**src/eal_pkg.sv**
```systemverilog
// constants, opcodes and register map of the eight-bit arithmetic and logic unit
package eal_pkg;

	localparam int DATA_W = 8;
	localparam int APB_AW = 8;

	// register byte offsets
	localparam logic [7:0] OFF_CTRL = 8'h00;
	localparam logic [7:0] OFF_DEST = 8'h04;
	localparam logic [7:0] OFF_DEST_HI = 8'h08;
	localparam logic [7:0] OFF_SRC = 8'h0c;
	localparam logic [7:0] OFF_IMM = 8'h10;
	localparam logic [7:0] OFF_FLAGS = 8'h14;
	localparam logic [7:0] OFF_RESULT = 8'h18;

	// control register fields
	localparam int CTRL_OP_LSB = 0;
	localparam int CTRL_OP_W = 5;
	localparam int CTRL_START_BIT = 8;
	localparam int CTRL_BUSY_BIT = 9;

	// status flag positions
	localparam int FL_C = 0;
	localparam int FL_Z = 1;
	localparam int FL_N = 2;
	localparam int FL_V = 3;
	localparam int FL_S = 4;
	localparam int FL_H = 5;
	localparam int FLAGS_W = 6;

	// reset values and byte constants
	localparam logic [7:0] DEST_RST = 8'h00;
	localparam logic [5:0] FLAGS_RST = 6'h00;
	localparam logic [7:0] BYTE_ALL_ONES = 8'hff;
	localparam logic [7:0] BYTE_ZERO = 8'h00;

	// operation codes
	typedef enum logic [4:0] {
		OP_ADD = 5'h00,
		OP_ADD_CARRY = 5'h01,
		OP_WORD_IMMEDIATE_PLUS = 5'h02,
		OP_SUB = 5'h03,
		OP_DIFFERENCE_CONST = 5'h04,
		OP_DIFFERENCE_WITH_BORROW = 5'h05,
		OP_DIFFERENCE_CONST_BORROW = 5'h06,
		OP_WORD_IMMEDIATE_MINUS = 5'h07,
		OP_AND = 5'h08,
		OP_CONJUNCTION_CONST = 5'h09,
		OP_OR = 5'h0a,
		OP_DISJUNCTION_CONST = 5'h0b,
		OP_BITWISE_PARITY_REGS = 5'h0c,
		OP_ONES_INVERT = 5'h0d,
		OP_TWOS_INVERT = 5'h0e,
		OP_BITS_SET_MASK = 5'h0f,
		OP_BITS_CLEAR_MASK = 5'h10
	} eal_op_t;

	// logic unit selects
	typedef enum logic [2:0] {
		LG_AND = 3'h0,
		LG_OR = 3'h1,
		LG_XOR = 3'h2,
		LG_INVERT = 3'h3,
		LG_CLEAR = 3'h4
	} eal_logic_t;

	// sequencer states, one-hot
	typedef enum logic [2:0] {
		ST_IDLE = 3'b001,
		ST_EXEC = 3'b010,
		ST_WORD_HI = 3'b100
	} eal_state_t;

endpackage : eal_pkg

```
**src/eal_addsub.sv**
```systemverilog
// eight-bit adder and subtractor with carry, half-carry and overflow
`timescale 1ns/1ps

module eal_addsub import eal_pkg::*; #(
	parameter int W = DATA_W
) (
	// operands
	input wire logic [W-1:0] opA,
	input wire logic [W-1:0] opB,
	input wire logic carryIn,
	input wire logic subtract,
	// outputs
	output logic [W-1:0] sum,
	output logic carryOut,
	output logic halfOut,
	output logic ovfOut
);

	// half carry is taken from bit 3, so narrower words cannot be served
	if (W < 5) begin : g_width_check
		$error("width too small for half carry");
	end

	logic [W:0] wide;

	always_comb begin
		if (subtract) begin
			wide = {1'b0, opA} - {1'b0, opB} - {{W{1'b0}}, carryIn};
		end else begin
			wide = {1'b0, opA} + {1'b0, opB} + {{W{1'b0}}, carryIn};
		end
	end

	assign sum = wide[W-1:0];
	// bit w is carry on add and borrow on subtract
	assign carryOut = wide[W];
	assign halfOut = subtract ?
		((~opA[3] & opB[3]) | (opB[3] & sum[3]) | (sum[3] & ~opA[3])) :
		((opA[3] & opB[3]) | (opB[3] & ~sum[3]) | (~sum[3] & opA[3]));
	assign ovfOut = subtract ?
		((opA[W-1] & ~opB[W-1] & ~sum[W-1]) | (~opA[W-1] & opB[W-1] & sum[W-1])) :
		((opA[W-1] & opB[W-1] & ~sum[W-1]) | (~opA[W-1] & ~opB[W-1] & sum[W-1]));

endmodule : eal_addsub

```
**src/eal_arith_logic_unit.sv**
```systemverilog
// eight-bit arithmetic and logic unit with apb register access
//
// The address map and the APB register port were decided locally.
`timescale 1ns/1ps

//////////////////////////////////////////////////////////////////////////////
module eal_arith_logic_unit import eal_pkg::*; (
	// clock and reset
	input wire logic ref_clk,
	input wire logic rst,
	// apb slave
	input wire logic psel,
	input wire logic penable,
	input wire logic pwrite,
	input wire logic [APB_AW-1:0] paddr,
	input wire logic [31:0] pwdata,
	output logic [31:0] prdata,
	output logic pready,
	output logic pslverr,
	// status
	output logic busy
);

	//////////////////////////////////////////////////////////////////////////
	// registers and state

	eal_state_t state;
	eal_state_t next_state;
	eal_op_t opReg;
	logic [DATA_W-1:0] dest, destHi, sourceReg, immediate;
	logic [FLAGS_W-1:0] flags;
	logic carrySave, lowZero;

	//////////////////////////////////////////////////////////////////////////
	// apb decode

	logic setupDone, accessEdge;
	logic hitCtrl, hitDest, hitDestHi, hitSrc, hitImm, hitFlags, hitResult;
	logic mapped, writeBlocked, badAccess, wrOk, startReq;
	logic [31:0] readMux;

	assign setupDone = psel & penable & ~pready;
	assign accessEdge = psel & penable & pready;

	always_comb begin
		hitCtrl = 1'b0;
		hitDest = 1'b0;
		hitDestHi = 1'b0;
		hitSrc = 1'b0;
		hitImm = 1'b0;
		hitFlags = 1'b0;
		hitResult = 1'b0;
		if (paddr == OFF_CTRL) begin
			hitCtrl = 1'b1;
		end else if (paddr == OFF_DEST) begin
			hitDest = 1'b1;
		end else if (paddr == OFF_DEST_HI) begin
			hitDestHi = 1'b1;
		end else if (paddr == OFF_SRC) begin
			hitSrc = 1'b1;
		end else if (paddr == OFF_IMM) begin
			hitImm = 1'b1;
		end else if (paddr == OFF_FLAGS) begin
			hitFlags = 1'b1;
		end else if (paddr == OFF_RESULT) begin
			hitResult = 1'b1;
		end
	end

	assign mapped = hitCtrl | hitDest | hitDestHi | hitSrc | hitImm | hitFlags | hitResult;
	// operands and flags are frozen while an operation runs
	assign writeBlocked = pwrite & (hitResult | (state != ST_IDLE));
	assign badAccess = ~mapped | writeBlocked;
	// refusal is fixed in the first access cycle; an op ending before pready must not let it land
	assign wrOk = accessEdge & pwrite & ~pslverr;
	assign startReq = wrOk & hitCtrl & pwdata[CTRL_START_BIT];

	always_comb begin
		readMux = 32'h0000_0000;
		if (hitCtrl) begin
			readMux[CTRL_OP_LSB +: CTRL_OP_W] = opReg;
			readMux[CTRL_BUSY_BIT] = (state != ST_IDLE);
		end else if (hitDest) begin
			readMux[DATA_W-1:0] = dest;
		end else if (hitDestHi) begin
			readMux[DATA_W-1:0] = destHi;
		end else if (hitSrc) begin
			readMux[DATA_W-1:0] = sourceReg;
		end else if (hitImm) begin
			readMux[DATA_W-1:0] = immediate;
		end else if (hitFlags) begin
			readMux[FLAGS_W-1:0] = flags;
		end else if (hitResult) begin
			readMux[2*DATA_W-1:0] = {destHi, dest};
		end
	end

	// one wait cycle: pready rises in the second access cycle
	always_ff @(posedge ref_clk) begin
		if (rst) begin
			pready <= 1'b0;
			prdata <= 32'h0000_0000;
			pslverr <= 1'b0;
		end else if (setupDone) begin
			pready <= 1'b1;
			prdata <= pwrite ? 32'h0000_0000 : readMux;
			pslverr <= badAccess;
		end else begin
			pready <= 1'b0;
			prdata <= 32'h0000_0000;
			pslverr <= 1'b0;
		end
	end

	//////////////////////////////////////////////////////////////////////////
	// datapath

	logic wordHigh, isWordOp, isSubWord, isLogic;
	logic [DATA_W-1:0] aluA, aluB, aluSum;
	logic aluCin, aluSub, aluCarry, aluHalf, aluOvf;
	eal_logic_t logicSel;
	logic [DATA_W-1:0] logicA, logicB, logicRes;

	assign wordHigh = (state == ST_WORD_HI);
	assign isWordOp = (opReg == OP_WORD_IMMEDIATE_PLUS) | (opReg == OP_WORD_IMMEDIATE_MINUS);
	assign isSubWord = (opReg == OP_WORD_IMMEDIATE_MINUS);

	always_comb begin
		aluA = dest;
		aluB = sourceReg;
		aluCin = 1'b0;
		aluSub = 1'b0;
		if (wordHigh) begin
			// high byte only absorbs the low byte's carry or borrow
			aluA = destHi;
			aluB = BYTE_ZERO;
			aluCin = carrySave;
			aluSub = isSubWord;
		end else begin
			case (opReg)
				OP_ADD: aluB = sourceReg;
				OP_ADD_CARRY: aluCin = flags[FL_C];
				OP_WORD_IMMEDIATE_PLUS: aluB = immediate;
				OP_SUB: aluSub = 1'b1;
				OP_DIFFERENCE_CONST: begin
					aluB = immediate;
					aluSub = 1'b1;
				end
				OP_DIFFERENCE_WITH_BORROW: begin
					aluSub = 1'b1;
					aluCin = flags[FL_C];
				end
				OP_DIFFERENCE_CONST_BORROW: begin
					aluB = immediate;
					aluSub = 1'b1;
					aluCin = flags[FL_C];
				end
				OP_WORD_IMMEDIATE_MINUS: begin
					aluB = immediate;
					aluSub = 1'b1;
				end
				OP_TWOS_INVERT: begin
					aluA = BYTE_ZERO;
					aluB = dest;
					aluSub = 1'b1;
				end
				default: aluB = sourceReg;
			endcase
		end
	end

	eal_addsub #(
		.W(DATA_W)
	) u_addsub (
		.opA(aluA),
		.opB(aluB),
		.carryIn(aluCin),
		.subtract(aluSub),
		.sum(aluSum),
		.carryOut(aluCarry),
		.halfOut(aluHalf),
		.ovfOut(aluOvf)
	);

	always_comb begin
		logicSel = LG_AND;
		logicA = dest;
		logicB = sourceReg;
		isLogic = 1'b1;
		case (opReg)
			OP_AND: logicSel = LG_AND;
			OP_CONJUNCTION_CONST: begin
				logicSel = LG_AND;
				logicB = immediate;
			end
			OP_OR: logicSel = LG_OR;
			OP_DISJUNCTION_CONST: begin
				logicSel = LG_OR;
				logicB = immediate;
			end
			OP_BITWISE_PARITY_REGS: logicSel = LG_XOR;
			OP_BITS_SET_MASK: begin
				logicSel = LG_OR;
				logicB = immediate;
			end
			OP_BITS_CLEAR_MASK: begin
				logicSel = LG_CLEAR;
				logicB = immediate;
			end
			OP_ONES_INVERT: logicSel = LG_INVERT;
			default: isLogic = 1'b0;
		endcase
	end

	eal_logic #(
		.W(DATA_W)
	) u_logic (
		.opA(logicA),
		.opB(logicB),
		.sel(logicSel),
		.res(logicRes)
	);

	//////////////////////////////////////////////////////////////////////////
	// result and flag selection

	logic [DATA_W-1:0] byteRes;
	logic [FLAGS_W-1:0] next_flags;
	logic wordZero, wordNeg;

	assign byteRes = isLogic ? logicRes : aluSum;
	assign wordZero = (aluSum == BYTE_ZERO) & lowZero;
	assign wordNeg = aluSum[DATA_W-1];

	always_comb begin
		// untouched flags keep their value
		next_flags = flags;
		if (wordHigh) begin
			next_flags[FL_Z] = wordZero;
			next_flags[FL_C] = aluCarry;
			next_flags[FL_N] = wordNeg;
			next_flags[FL_V] = aluOvf;
			next_flags[FL_S] = wordNeg ^ aluOvf;
		end else if (opReg == OP_ONES_INVERT) begin
			next_flags[FL_Z] = (logicRes == BYTE_ZERO);
			next_flags[FL_C] = 1'b1;
			next_flags[FL_N] = logicRes[DATA_W-1];
			next_flags[FL_V] = 1'b0;
		end else if (isLogic) begin
			next_flags[FL_Z] = (logicRes == BYTE_ZERO);
			next_flags[FL_N] = logicRes[DATA_W-1];
			next_flags[FL_V] = 1'b0;
		end else begin
			next_flags[FL_Z] = (aluSum == BYTE_ZERO);
			next_flags[FL_C] = aluCarry;
			next_flags[FL_N] = aluSum[DATA_W-1];
			next_flags[FL_V] = aluOvf;
			next_flags[FL_H] = aluHalf;
		end
	end

	//////////////////////////////////////////////////////////////////////////
	// sequencer

	always_comb begin
		next_state = state;
		case (state)
			ST_IDLE: begin
				if (startReq) begin
					next_state = ST_EXEC;
				end
			end
			ST_EXEC: begin
				// word forms need a second clock for the high byte
				next_state = isWordOp ? ST_WORD_HI : ST_IDLE;
			end
			ST_WORD_HI: next_state = ST_IDLE;
			default: next_state = ST_IDLE;
		endcase
	end

	always_ff @(posedge ref_clk) begin
		if (rst) begin
			state <= ST_IDLE;
			busy <= 1'b0;
		end else begin
			state <= next_state;
			busy <= (next_state != ST_IDLE);
		end
	end

	always_ff @(posedge ref_clk) begin
		if (rst) begin
			opReg <= OP_ADD;
		end else if (wrOk & hitCtrl) begin
			opReg <= eal_op_t'(pwdata[CTRL_OP_LSB +: CTRL_OP_W]);
		end
	end

	always_ff @(posedge ref_clk) begin
		if (rst) begin
			sourceReg <= DEST_RST;
			immediate <= DEST_RST;
		end else if (wrOk & hitSrc) begin
			sourceReg <= pwdata[DATA_W-1:0];
		end else if (wrOk & hitImm) begin
			immediate <= pwdata[DATA_W-1:0];
		end
	end

	// low byte of the destination pair
	always_ff @(posedge ref_clk) begin
		if (rst) begin
			dest <= DEST_RST;
		end else if (state == ST_EXEC) begin
			dest <= byteRes;
		end else if (wrOk & hitDest) begin
			dest <= pwdata[DATA_W-1:0];
		end
	end

	always_ff @(posedge ref_clk) begin
		if (rst) begin
			destHi <= DEST_RST;
		end else if (wordHigh) begin
			destHi <= aluSum;
		end else if (wrOk & hitDestHi) begin
			destHi <= pwdata[DATA_W-1:0];
		end
	end

	always_ff @(posedge ref_clk) begin
		if (rst) begin
			carrySave <= 1'b0;
			lowZero <= 1'b0;
		end else if ((state == ST_EXEC) & isWordOp) begin
			carrySave <= aluCarry;
			lowZero <= (aluSum == BYTE_ZERO);
		end
	end

	// flags change at the end of an operation or on a write to the flags register
	always_ff @(posedge ref_clk) begin
		if (rst) begin
			flags <= FLAGS_RST;
		end else if ((state == ST_EXEC) & ~isWordOp) begin
			flags <= next_flags;
		end else if (wordHigh) begin
			flags <= next_flags;
		end else if (wrOk & hitFlags) begin
			flags <= pwdata[FLAGS_W-1:0];
		end
	end

endmodule : eal_arith_logic_unit

```
**src/eal_logic.sv**
```systemverilog
// bitwise logic unit: and, or, exclusive or, invert, clear by mask
`timescale 1ns/1ps

module eal_logic import eal_pkg::*; #(
	parameter int W = DATA_W
) (
	// operands
	input wire logic [W-1:0] opA,
	input wire logic [W-1:0] opB,
	input wire eal_logic_t sel,
	// output
	output logic [W-1:0] res
);

	always_comb begin
		case (sel)
			LG_AND: res = opA & opB;
			LG_OR: res = opA | opB;
			LG_XOR: res = opA ^ opB;
			LG_INVERT: res = {W{1'b1}} - opA;
			LG_CLEAR: res = opA & ({W{1'b1}} - opB);
			default: res = opA;
		endcase
	end

endmodule : eal_logic

```
**config.mk**
```make
export PLATFORM = sky130hd
export DESIGN_NAME = eal_arith_logic_unit
export DESIGN_NICKNAME = d
export VERILOG_FILES = /design/src/eal_pkg.sv /design/src/eal_addsub.sv /design/src/eal_arith_logic_unit.sv /design/src/eal_logic.sv
export SDC_FILE = /design/constraint.sdc
export NUM_CORES = 1
export LEC_CHECK = 0
export BUFFER_PORTS_ARGS = -buffer_cell sky130_fd_sc_hd__buf_2
export CORE_MARGIN = 2
export CORE_UTILIZATION = 25
export DETAILED_ROUTE_END_ITERATION = 16
export GPL_TIMING_DRIVEN = 0
export MAX_ROUTING_LAYER = met4
export PLACE_DENSITY = 0.47
export SYNTH_ARGS = -nofsm -noshare
export SYNTH_HDL_FRONTEND = slang
export SYNTH_SLANG_ARGS = --single-unit
```
**constraint.sdc**
```tcl
create_clock -name ref_clk -period 8.6 [get_ports ref_clk]
set_clock_uncertainty 0.15 [all_clocks]
set_input_delay 1.29 -clock ref_clk [delete_from_list [all_inputs] [get_ports ref_clk]]
set_output_delay 1.29 -clock ref_clk [all_outputs]
set_load 0.03 [all_outputs]
```
Word level (Yosys, flattened, before mapping)
Cells that the tools add are included.
Widths: inputs -> output; s select.
{ "totals": {"reg_bits": 83, "latchBits": 0, "mem_bits_rw": 0, "romBits": 0, "in_bits": 45, "output_inout_bits": 35, "elab_cells": 209, "mem_count": 0} }
{ "op_classes": {"n_addsub": 6, "mul": 0, "div": 0, "magnitude_cmp": 0, "eq_ne": 31, "shift": 0, "n_mux": 76, "bitwise_logic": 62, "n_reduce_logical": 18} }
{ "op_table": {"columns": ["op", "count"], "rows": [
  ["$mux 8", 13],
  ["$mux 1", 42],
  ["$eq 5x4->1 const B", 8],
  ["$pmux 8 s5", 1],
  ["$and 1x1->1", 30],
  ["$eq 8x5->1 const B", 3],
  ["$logic_not 8->1", 3],
  ["$mux 6", 4],
  ["$eq 5x3->1 const B", 4],
  ["$and 8x8->8", 2],
  ["$eq 8x4->1 const B", 2],
  ["$pmux 8 s2", 1],
  ["$sub 8x8->8 const A", 2],
  ["$or 1x1->1", 15],
  ["$mux 4", 3],
  ["$not 1->1", 12],
  ["$pmux 3 s4", 1],
  ["$reduce_or 4->1", 3],
  ["$eq 5x2->1 const B", 2],
  ["$mux 10", 1],
  ["$reduce_or 10->1", 1],
  ["$add 8x8->9", 1],
  ["$add 9x1->9", 1],
  ["$eq 3x2->1 const B", 3],
  ["24 further kinds", 35]
]} }

Depth between registers and ports, before layout
Gate-level depths: netlist (run 1).
{ "depth": {"ltp_word": 17, "ltp_mapped": 18, "depth_no_buf": 15} }

Modules after synthesis
From an unflattened synthesis (run 1), not the netlist that was laid out.
{ "unflattened": {"hier_cells": 680, "hier_area_um2": 5342.6} }
{ "modules_own_cells": {"columns": ["module", "instances", "cells_each", "area_per_inst_um2", "seq_area_each_um2"], "rows": [
  ["eal_arith_logic_unit", 1, 461, 3813.7, 1341.3],
  ["eal_addsub", 1, 129, 970.9, 0.0],
  ["eal_logic", 1, 90, 558.0, 0.0]
]} }

Worst setup path after synthesis (run 1)
OpenSTA, ideal clock, no wires.
{ "synth_timing": {"path_kind": "register to register", "start": "register opReg[1]", "end": "register flags[4]", "setup_ns": 0.091, "arrival_ns": 3.985, "required_time_ns": 8.359, "slack_ns": 4.374, "stages_incl_launch_ff": 17, "path_buffers": 2, "period_less_slack_ns": 4.226, "cell_sequence": "dfxtp_1 clkbuf_1 buf_2 o21bai_1 a21boi_1 nor2_1 nand2_1 a21oi_1 fa_1 inv_1 ha_1 a311o_1 o21a_1 o31a_1 or2_1 or3_1 a311oi_1"} }
{ "synth_between": {"elab_chain_len": 15, "elab_cells_between_ends": 46, "cone_classes": "add/sub (4); eq/ne (8); mux (13); bitwise (17); reduce/logical (4)"} }
{ "synth_lines": {"columns": ["element", "line", "text"], "rows": [
  ["from (decl)", "eal_arith_logic_unit.sv:29", "eal_op_t opReg;"],
  ["from (signal assigned)", "eal_arith_logic_unit.sv:296", "opReg <= eal_op_t'(pwdata[CTRL_OP_LSB +: CTRL_OP_W]);"],
  ["$eq 5x3->1, or another cell as far along", "eal_arith_logic_unit.sv:125, eal_arith_logic_unit.sv:126, eal_arith_logic_unit.sv:140", null],
  ["$reduce_or 4->1 (no line)", null, null],
  ["$pmux 8 s2", "eal_arith_logic_unit.sv:140", "case (opReg)"],
  ["$mux 8", "eal_arith_logic_unit.sv:133", "if (wordHigh) begin"],
  ["$add 8x8->9 / $sub 8x8->9 (equally long branches)", "eal_addsub.sv:30, eal_addsub.sv:28", null],
  ["$add 9x1->9 / $sub 9x1->9 (equally long branches)", "eal_addsub.sv:30, eal_addsub.sv:28", null],
  ["$mux 9", "eal_addsub.sv:27", "if (subtract) begin"],
  ["$not 1->1", "eal_addsub.sv:41, eal_addsub.sv:42", null],
  ["$and 1x1->1 (on tied branches)", "eal_addsub.sv:42, eal_addsub.sv:41", null],
  ["$or 1x1->1 (on tied branches)", "eal_addsub.sv:42, eal_addsub.sv:41", null],
  ["$mux 1", "eal_addsub.sv:40", "assign ovfOut = subtract ?"],
  ["$xor 1x1->1", "eal_arith_logic_unit.sv:243", "next_flags[FL_S] = wordNeg ^ aluOvf;"],
  ["$mux 1", "eal_arith_logic_unit.sv:238", "if (wordHigh) begin"],
  ["$mux 6", "eal_arith_logic_unit.sv:348", "end else if (wordHigh) begin"],
  ["$mux 6", "eal_arith_logic_unit.sv:346", "end else if ((state == ST_EXEC) & ~isWordOp) begin"],
  ["to (signal assigned)", "eal_arith_logic_unit.sv:347", "flags <= next_flags;"],
  ["to (signal assigned)", "eal_arith_logic_unit.sv:349", "flags <= next_flags;"],
  ["to (signal assigned)", "eal_arith_logic_unit.sv:351", "flags <= pwdata[FLAGS_W-1:0];"],
  ["to (decl)", "eal_arith_logic_unit.sv:31", "logic [FLAGS_W-1:0] flags;"]
]} }
Several ways; a longest one is shown, not always the timed one.
A chain may end at the register's enable or synchronous reset.

Final worst setup path (run 1)
{ "layout_timing": {"start": "register opReg[1]", "end": "register flags[2]"} }
{ "layout_between": {"elab_chain_len": 12, "elab_cells_between_ends": 58, "cone_classes": "add/sub (5); eq/ne (20); mux (18); bitwise (7); reduce/logical (8)"} }
{ "layout_lines": {"columns": ["element", "line", "text"], "rows": [
  ["$eq 5x3->1, or another cell as far along", "eal_arith_logic_unit.sv:125, eal_arith_logic_unit.sv:126, eal_arith_logic_unit.sv:140", null],
  ["$reduce_or 4->1 (no line)", null, null],
  ["$pmux 8 s2", "eal_arith_logic_unit.sv:140", null],
  ["$mux 8", "eal_arith_logic_unit.sv:133", null],
  ["$add 8x8->9 / $sub 8x8->9 (equally long branches)", "eal_addsub.sv:30, eal_addsub.sv:28", null],
  ["$add 9x1->9 / $sub 9x1->9 (equally long branches)", "eal_addsub.sv:30, eal_addsub.sv:28", null],
  ["$mux 9", "eal_addsub.sv:27", null],
  ["$mux 3", "eal_arith_logic_unit.sv:249", "end else if (isLogic) begin"],
  ["$mux 4", "eal_arith_logic_unit.sv:244", "end else if (opReg == OP_ONES_INVERT) begin"],
  ["$mux 4", "eal_arith_logic_unit.sv:238", null],
  ["$mux 6", "eal_arith_logic_unit.sv:348", null],
  ["$mux 6", "eal_arith_logic_unit.sv:346", null]
]} }
Several ways; a longest one is shown, not always the timed one.

==> results of run 1 <==
## cells by family (layout without fill, tap and decap cells)
| group | after synthesis | count (layout) | synth area share (%) |
|---|---|---|---|
| other | 1 | 16 | 0.0695 |
| buffers and inverters | 99 | 153 | 8.28 |
| AOI/OAI and AO/OA | 198 | 198 | 24.9 |
| DFF | 67 | 67 | 24.9 |
| and+or+nand+nor | 281 | 281 | 26.0 |
| xor gates and xnor gates | 11 | 11 | 1.93 |
| adders and majority gates | 33 | 33 | 8.21 |
| muxes | 30 | 30 | 5.71 |
## critical path, delay by kind of cell, from the launching register on
kind,cells,cell delay [ns]
AOI/OAI and AO/OA,9,2.99
adders and majority gates,2,0.72
buffers and inverters,3,0.86
DFF,1,0.32
and+or+nand+nor,2,0.51
## stage by stage
stage	cell area, um^2	hold WS [ns]	worst slack (ns)	utilization, %
after global placement	5980	0.322	3.07	28.4
after floorplan	5450	0.309	4.37	-
final	6330	0.333	2.98	30.0
after global routing	6330	0.389	2.77	30.0
after CTS	6330	0.334	3.12	30.0
after detailed placement	5980	0.325	3.14	28.4
## registers in the layout, summed over array words and instances, names as in the netlist, 3 cells and up
register,cells
prdata,16
opReg,5
flags,6
sourceReg,8
dest,8
immediate,8
destHi,8
state,3
## power breakdown
group	internal [mW]	leakage, nW	switching, mW
logic	0.0132	1.67	0.0324
clock network	0.291	0.169	0.149
registers	0.312	0.540	0.00107
## final timing paths
check                start       end  slack (ns)  cells after the start
hold / removal      pready    pready        0.33                      1
setup / recovery  opReg[1]  flags[2]        2.98                     16
setup reg to reg  opReg[1]  flags[2]        2.98                     16
hold reg to reg     pready    pready        0.33                      1
## cells in the mapped netlist (9+ instances only)
library cell and n:
a211oi_1 10, a21o_1 9, a21oi_1 56, a221oi_1 9
a22oi_1 13, a311oi_1 11, and2_1 10, buf_2 9
buf_4 17, clkbuf_1 34, dfxtp_1 67, ha_1 29
inv_1 37, mux2i_1 24, nand2_1 125, nand2b_1 9
nand3_1 27, nor2_1 36, nor3_1 22, o21ai_0 28
## placed cells by master, fill, tap and decap left out, drive strengths merged, types with 7 or more instances in the layout
| master | count |
|---|---|
| nand2 | 125 |
| dfxtp | 67 |
| buf | 66 |
| a21oi | 56 |
| clkbuf | 44 |
| inv | 38 |
| nor2 | 37 |
| o21ai | 31 |
| ha | 29 |
| nand3 | 27 |
| mux2i | 24 |
| nor3 | 22 |
| conb | 16 |
| a22oi | 13 |
| a311oi | 11 |
| a211oi | 11 |
| and2 | 10 |
| a21o | 9 |
| a221oi | 9 |
| nand2b | 9 |
| xnor2 | 9 |
| and3 | 8 |
| o211ai | 8 |
| a31oi | 8 |
| o31a | 7 |
| nand3b | 7 |
| nor4 | 7 |
## metal layers
layer,track usage (%),vias up,routed length (um)
met1,25.9,2639,9740
met4,7.85,0,593
met5,-,-,0
li1,-,2686,-
met3,2.83,43,1300
met2,30.1,218,9660
## cell type report
type                            count  area [um^2]  share of cell area, %
Multi-Input combinational cell    569         3660                   57.8
Sequential cell                    67         1340                   21.2
Tap cell                          275          344                   5.43
Buffer                             62          308                   4.86
Clock buffer                       10          239                   3.77
Timing Repair Buffer               38          190                   3.00
Inverter                           37          139                   2.19
Clock inverter                      6          111                   1.76
==> results.toml, run 1 <==
[final_layout]
area.growth.synth_to_final_pct = 17.4
diodes = 0
fin_cells = 1064
fillerInstances = 2322
fin_nets = 862
drive_gt1_share_pct = 13.2

[yosys]
synth_edf_count = 0
synth_ff_type = "dfxtp_1"
yosys_register_bits = 67
synthCells = 720
yosysUniqueCellTypes = 72
ys_seq_area_share_pct = 24.9
yosys_warnings = 0
synth.largest_area_cell = "dfxtp_1"
synth_area_um2 = 5390
yosysTopAreaCellShare_pct = 24.9
syn_area_per_cell_um2 = 7.49
synth.area.top_cells = "dfxtp_1, nand2_1, ha_1, a21oi_1, mux2i_1"
synth_async_sr_flop_share_pct = 0

[cts]
cts_hold_buf = 0
post_cts_buffers = 0
cts.clk_slew.worst_paths_ns = 0.06
cts-root-buf = "clkbuf_16"
cts_resized = 0
cts_sinks = 67
h-tree-depth = 3
cts_buffers = 9
cts_buffer_depth = 2
worstSkewPairLatency_ns = 0.36
cts_tree = "yes"

[drt]
viasPerCell = 5.25
drtIter0Drc = 534
drc = 0
wl_per_cell_um = 20.0
dr.pass1.iters = 5
routed_wl_um = 21300
postRouteAntennaNets = 0
vias = 5586

[grt]
grt.total_usage_pct = 19.6
antenna_found_initial = 1
grt_start_max_net_pins = 13
grt_pass1_wl_um = 31800
grt_pass1_vias = 5178
grt-ovfl-total = 0

[floorplanning]
die_area_um2 = 22800
num_io_pins = 80
die_w_um = 151
initial_core_util_pct = 25.6
core_area_um2 = 21100
rows = 53
die_h_um = 151

[worst_setup_path]
crit_type = "flop to flop"
crit_arrival_ns = 5.73
cp_cell_sequence = "clkbuf_1 > buf_2 > o21bai_1 > a21boi_1 > nor2_1 > nand2_1 > a21oi_1 > fa_1 > inv_1 > ha_1 > a311o_1 > o21a_1 > o31a_1 > o31ai_1 > o21ai_1 > o32ai_1"
required_ns = 8.71
slowest_stage = "o31ai_1"
critPathMaxStageDelay_ns = 0.75
worstPathMaxFanout = 10
critPathLaunchType = "flop"
crit_path_end_kind = "flop"

[power]
ir_drop_v = 0.0000966
p_leak_nw = 2.38
power.density_nw_per_um2 = 126
total_power_mw = 0.798

[placed_design]
hpwl_um = 16400
port_buffers = 38
numPlacedInstances = 1048
place_congestion = 0.927

[timing]
setup_viol_count_final = 0
tightest_slew_ns = 1.33
max_freq_mhz = 178
maxSlewViolCount = 0
relSlewSlack_pct = 11.4
rsz0062_at_grt = "no"
fin_crit_ns = 5.62
final.setup.tns_ns = 0
min_period_over_period_pct = 65.3
hold_viol = 0

[flow_run]
cap_violations = 0

[worst_hold_path]
worstHoldPathType = "flop to flop"

[run_status]
status = "completed"
Power figures use the tool's default switching activity.
==> run 2, diff against run 1 <==
clock period = 5.4 ns   (was 8.6 ns; I/O delays follow)
==> results.toml, run 2 (same netlist as run 1, synthesis figures left out) <==
[timing]
maxSlewViolCount = 0
hold_viol = 0
fin_crit_ns = 4.97
setup_viol_count_final = 0
max_freq_mhz = 201
tightest_slew_ns = 1.25
min_period_over_period_pct = 92.0
relSlewSlack_pct = 16.6
setup_ws_ns = 0.433
rsz0062_at_grt = "no"

[worst_hold_path]
worstHoldPathType = "flop to flop"
min_path_cells = 1

[worst_setup_path]
critPathLaunchType = "flop"
crit_type = "flop to flop"
path_buf_inv = 4
crit_path_end_kind = "flop"
cp_cell_sequence = "nor2b_1 > buf_2 > and3_1 > clkbuf_1 > clkbuf_2 > a22oi_1 > a21oi_1 > fa_1 > inv_1 > ha_1 > nand2_1 > a311oi_1 > nor2_1 > xnor2_1 > or3_1 > a2111oi_2 > o2bb2ai_1"
reg2reg_depth = 17
crit_arrival_ns = 5.10
required_ns = 5.53
worstPathMaxFanout = 10
critPathMaxStageDelay_ns = 0.51
slowest_stage = "dfxtp_1"
worstSetupPathDepth = 17
critPathTopFamily = "compound AO/OA/AOI/OAI gates"

[floorplanning]
die_h_um = 151
die_area_um2 = 22800
initial_core_util_pct = 25.6
num_io_pins = 80
rows = 53
core_area_um2 = 21100
die_w_um = 151

[cts]
cts_buffer_depth = 2
worstSkewPairLatency_ns = 0.36
h-tree-depth = 3
post_cts_buffers = 0
cts.clk_slew.worst_paths_ns = 0.06
cts_tree = "yes"
cts_hold_buf = 0
cts_sinks = 67
cts_buffers = 9
cts-root-buf = "clkbuf_16"

[placed_design]
port_buffers = 38
pre_cts_ws_ns = -0.0629
place_congestion = 0.927
hpwl_um = 16400
numPlacedInstances = 1048

[flow_run]
cap_violations = 0

[grt]
grt-ovfl-total = 0
grt.total_usage_pct = 19.6
grt_start_max_net_pins = 13
grt_pass1_wl_um = 31800
grt_pass1_vias = 5178
antenna_found_initial = 1

[run_status]
status = "completed"

[power]
p_leak_nw = 2.40
power.density_nw_per_um2 = 200
ir_drop_v = 0.000152

[final_layout]
diodes = 0
area.growth.synth_to_final_pct = 18.0
largest_reg_flops = 16
fin_cells = 1064
layout_commonest_cell = "nand2_1"
final_cell_mix = "nand2_1, dfxtp_1, a21oi_1"
fillerInstances = 2321
drive_gt1_share_pct = 13.9
fin_nets = 862
top_register = "prdata"

[drt]
dr.pass1.iters = 5
routed_wl_um = 21300
wl_per_cell_um = 20.0
postRouteAntennaNets = 0
drtIter0Drc = 528
viasPerCell = 5.24
vias = 5578
drc = 0
## run 2: cell count changes in the layout (fill, tap and decap cells not counted), sizes merged
cell    change
clkbuf      -1
buf         +1
## run 2: repair_timing
action / in CTS / in global routing
endpoints found under the hold margin: 0 / 0
resized for setup: 1 / 10
endpoints found under the setup margin: 1 / 7
cloned: 0 / 0
pin swaps: 0 / 0
## run 2: final cells by class
type | instances | area [um^2] | share of cell area [%]
inverters | 37 | 139 | 2.18
multi-input cells | 569 | 3690 | 58.0
clock inverters | 6 | 111 | 1.75
clock buffers | 10 | 239 | 3.75
plain buffers | 62 | 310 | 4.87
well taps | 275 | 344 | 5.40
repair buffers | 38 | 190 | 2.99
flip-flops and latches | 67 | 1340 | 21.1
## run 2: stage by stage
stage	instance area [um^2]	power (mW)	setup TNS (ns)	utilization (%)	hold WS, ns
after global placement	5980	0.581	-0.185	28.4	0.322
final	6370	1.27	0	30.2	0.333
after global routing	6370	1.31	0	30.2	0.389
after detailed placement	5980	0.580	-0.0629	28.4	0.325
after CTS	6340	1.28	0	30.1	0.334
after floorplan	5450	0.553	0	-	0.309
## run 2: path summary, 6_finish.rpt
check,from,end,slack [ns]
worst min-delay path,pready,pready,0.33
worst min register to register,pready,pready,0.33
worst max-delay path,opReg[3],flags[1],0.43
worst max register to register,opReg[3],flags[1],0.43
## run 2: metal layers
metal	global-route usage, %	wire, um	vias to the layer above
met5	-	0	-
met4	7.85	622	0
met3	2.83	1390	46
met2	30.1	9630	221
met1	25.9	9680	2626
li1	-	-	2685
## run 2: power breakdown
| part | internal, mW | leakage [nW] | switching, mW |
|---|---|---|---|
| Sequential | 0.496 | 0.540 | 0.00174 |
| Combinational | 0.0210 | 1.69 | 0.0516 |
| Clock | 0.464 | 0.169 | 0.239 |
==> run 3, diff against run 2 <==
RECOVER_POWER = 50   (was not set)
==> results.toml, run 3 (same netlist as run 1, synthesis figures left out) <==
[placed_design]
port_buffers = 38
post_dp_cell_area_um2 = 5980
pre_cts_ws_ns = -0.0629
numPlacedInstances = 1048
hpwl_um = 16400
place_congestion = 0.927

[floorplanning]
die_h_um = 151
die_area_um2 = 22800
num_io_pins = 80
rows = 53
initial_core_util_pct = 25.6
die_w_um = 151
core_area_um2 = 21100

[worst_setup_path]
critPathLaunchType = "flop"
crit_arrival_ns = 5.15
worstSetupPathDepth = 17
cp_cell_sequence = "nor2b_1 > buf_2 > and3_1 > clkbuf_1 > clkbuf_2 > a22oi_1 > a21oi_1 > fa_1 > inv_1 > ha_1 > nand2_1 > a311oi_1 > nor2_1 > xnor2_1 > or3_1 > a2111oi_2 > o2bb2ai_1"
path_buf_inv = 4
crit_type = "flop to flop"
critPathTopFamily = "compound AO/OA/AOI/OAI gates"
crit_path_end_kind = "flop"
reg2reg_depth = 17
worstPathMaxFanout = 10
slowest_stage = "dfxtp_1"
required_ns = 5.53
critPathMaxStageDelay_ns = 0.52

[final_layout]
fin_cells = 1064
multi_input_area_um2 = 3650
fillerInstances = 2328
final_cell_mix = "nand2_1, dfxtp_1, a21oi_1"
area.growth.synth_to_final_pct = 16.7
top_register = "prdata"
final_cell_area_um2 = 6300
seq_area_um2 = 1340
drive_gt1_share_pct = 10.6
fin_nets = 862
diodes = 0
largest_reg_flops = 16
layout_commonest_cell = "nand2_1"

[power]
netSwitchingFraction_pct = 22.9
p_leak_nw = 2.30
comb_power_share_pct = 5.5
ir_drop_v = 0.000152
p_sw_mw = 0.291
clock_power_share_pct = 55.3
power_frac_seq_pct = 39.2
total_power_mw = 1.27
power.density_nw_per_um2 = 202
intPower_mw = 0.980

[timing]
tightest_slew_ns = 1.39
relSlewSlack_pct = 6.67
fin_crit_ns = 5.02
maxSlewViolCount = 0
hold_viol = 0
final.setup.tns_ns = 0
rsz0062_at_grt = "no"
setup_viol_count_final = 0
setup_ws_ns = 0.384
min_period_over_period_pct = 92.9
max_freq_mhz = 199

[grt]
grt.total_usage_pct = 19.6
antenna_found_initial = 1
grt_pass1_vias = 5178
grt_start_max_net_pins = 13
grt-ovfl-total = 0
grt_pass1_wl_um = 31800

[drt]
drtIter0Drc = 564
vias = 5590
drc = 0
routed_wl_um = 21300
viasPerCell = 5.25
wl_per_cell_um = 20.1
dr.pass1.iters = 5
postRouteAntennaNets = 0

[cts]
cts-root-buf = "clkbuf_16"
h-tree-depth = 3
cts_buffer_depth = 2
cts_tree = "yes"
cts_buffers = 9
worstSkewPairLatency_ns = 0.36
cts_sinks = 67
cts.clk_slew.worst_paths_ns = 0.06

[worst_hold_path]
min_path_cells = 1
worstHoldPathType = "flop to flop"

[run_status]
status = "completed"

[flow_run]
cap_violations = 0
[run 3: worst paths after layout]
path	from	to	slack (ns)
hold reg to reg	pready	pready	0.34
setup / recovery	opReg[3]	flags[1]	0.38
setup reg to reg	opReg[3]	flags[1]	0.38
hold / removal	pready	pready	0.34
[run 3: per-stage QoR]
stage	hold slack, ns	util [%]
after floorplan	0.309	-
after detailed placement	0.325	28.4
final	0.337	29.9
after global placement	0.322	28.4
after CTS	0.334	30.1
after global routing	0.394	29.9
[run 3: power by group through the flow]
stage	Clock, mW	Sequential (mW)	Combinational, mW
4_1_cts	0.710	0.498	0.0719
2_1_floorplan	0	0.509	0.0440
6_report	0.703	0.498	0.0705
5_1_grt	0.732	0.498	0.0743
3_5_place_dp	0	0.509	0.0717
3_3_place_gp	0	0.509	0.0721
[run 3: layout make-up]
cell class	count	share of cell area [%]
multi-input cells	569	57.9
clock buffers	10	3.79
flip-flops and latches	67	21.3
well taps	275	5.46
repair buffers	38	2.62
inverters	37	2.21
clock inverters	6	1.77
plain buffers	62	4.91
[run 3: layer usage]
layer  up-vias  global-route usage [%]  share of wire, %
li1       2686                       -                 -
met1      2623                    25.9                45
met2       238                    30.1                45
met3        43                    2.83               6.9
met4         0                    7.85               2.8
met5         -                       -                 0
[run 3: what timing repair did]
action                     in CTS  in global routing
pin swaps                       0                  0
setup endpoints to repair       1                  7
setup buffers                   0                  0
resized for setup               1                 10
hold buffers                    0                  0
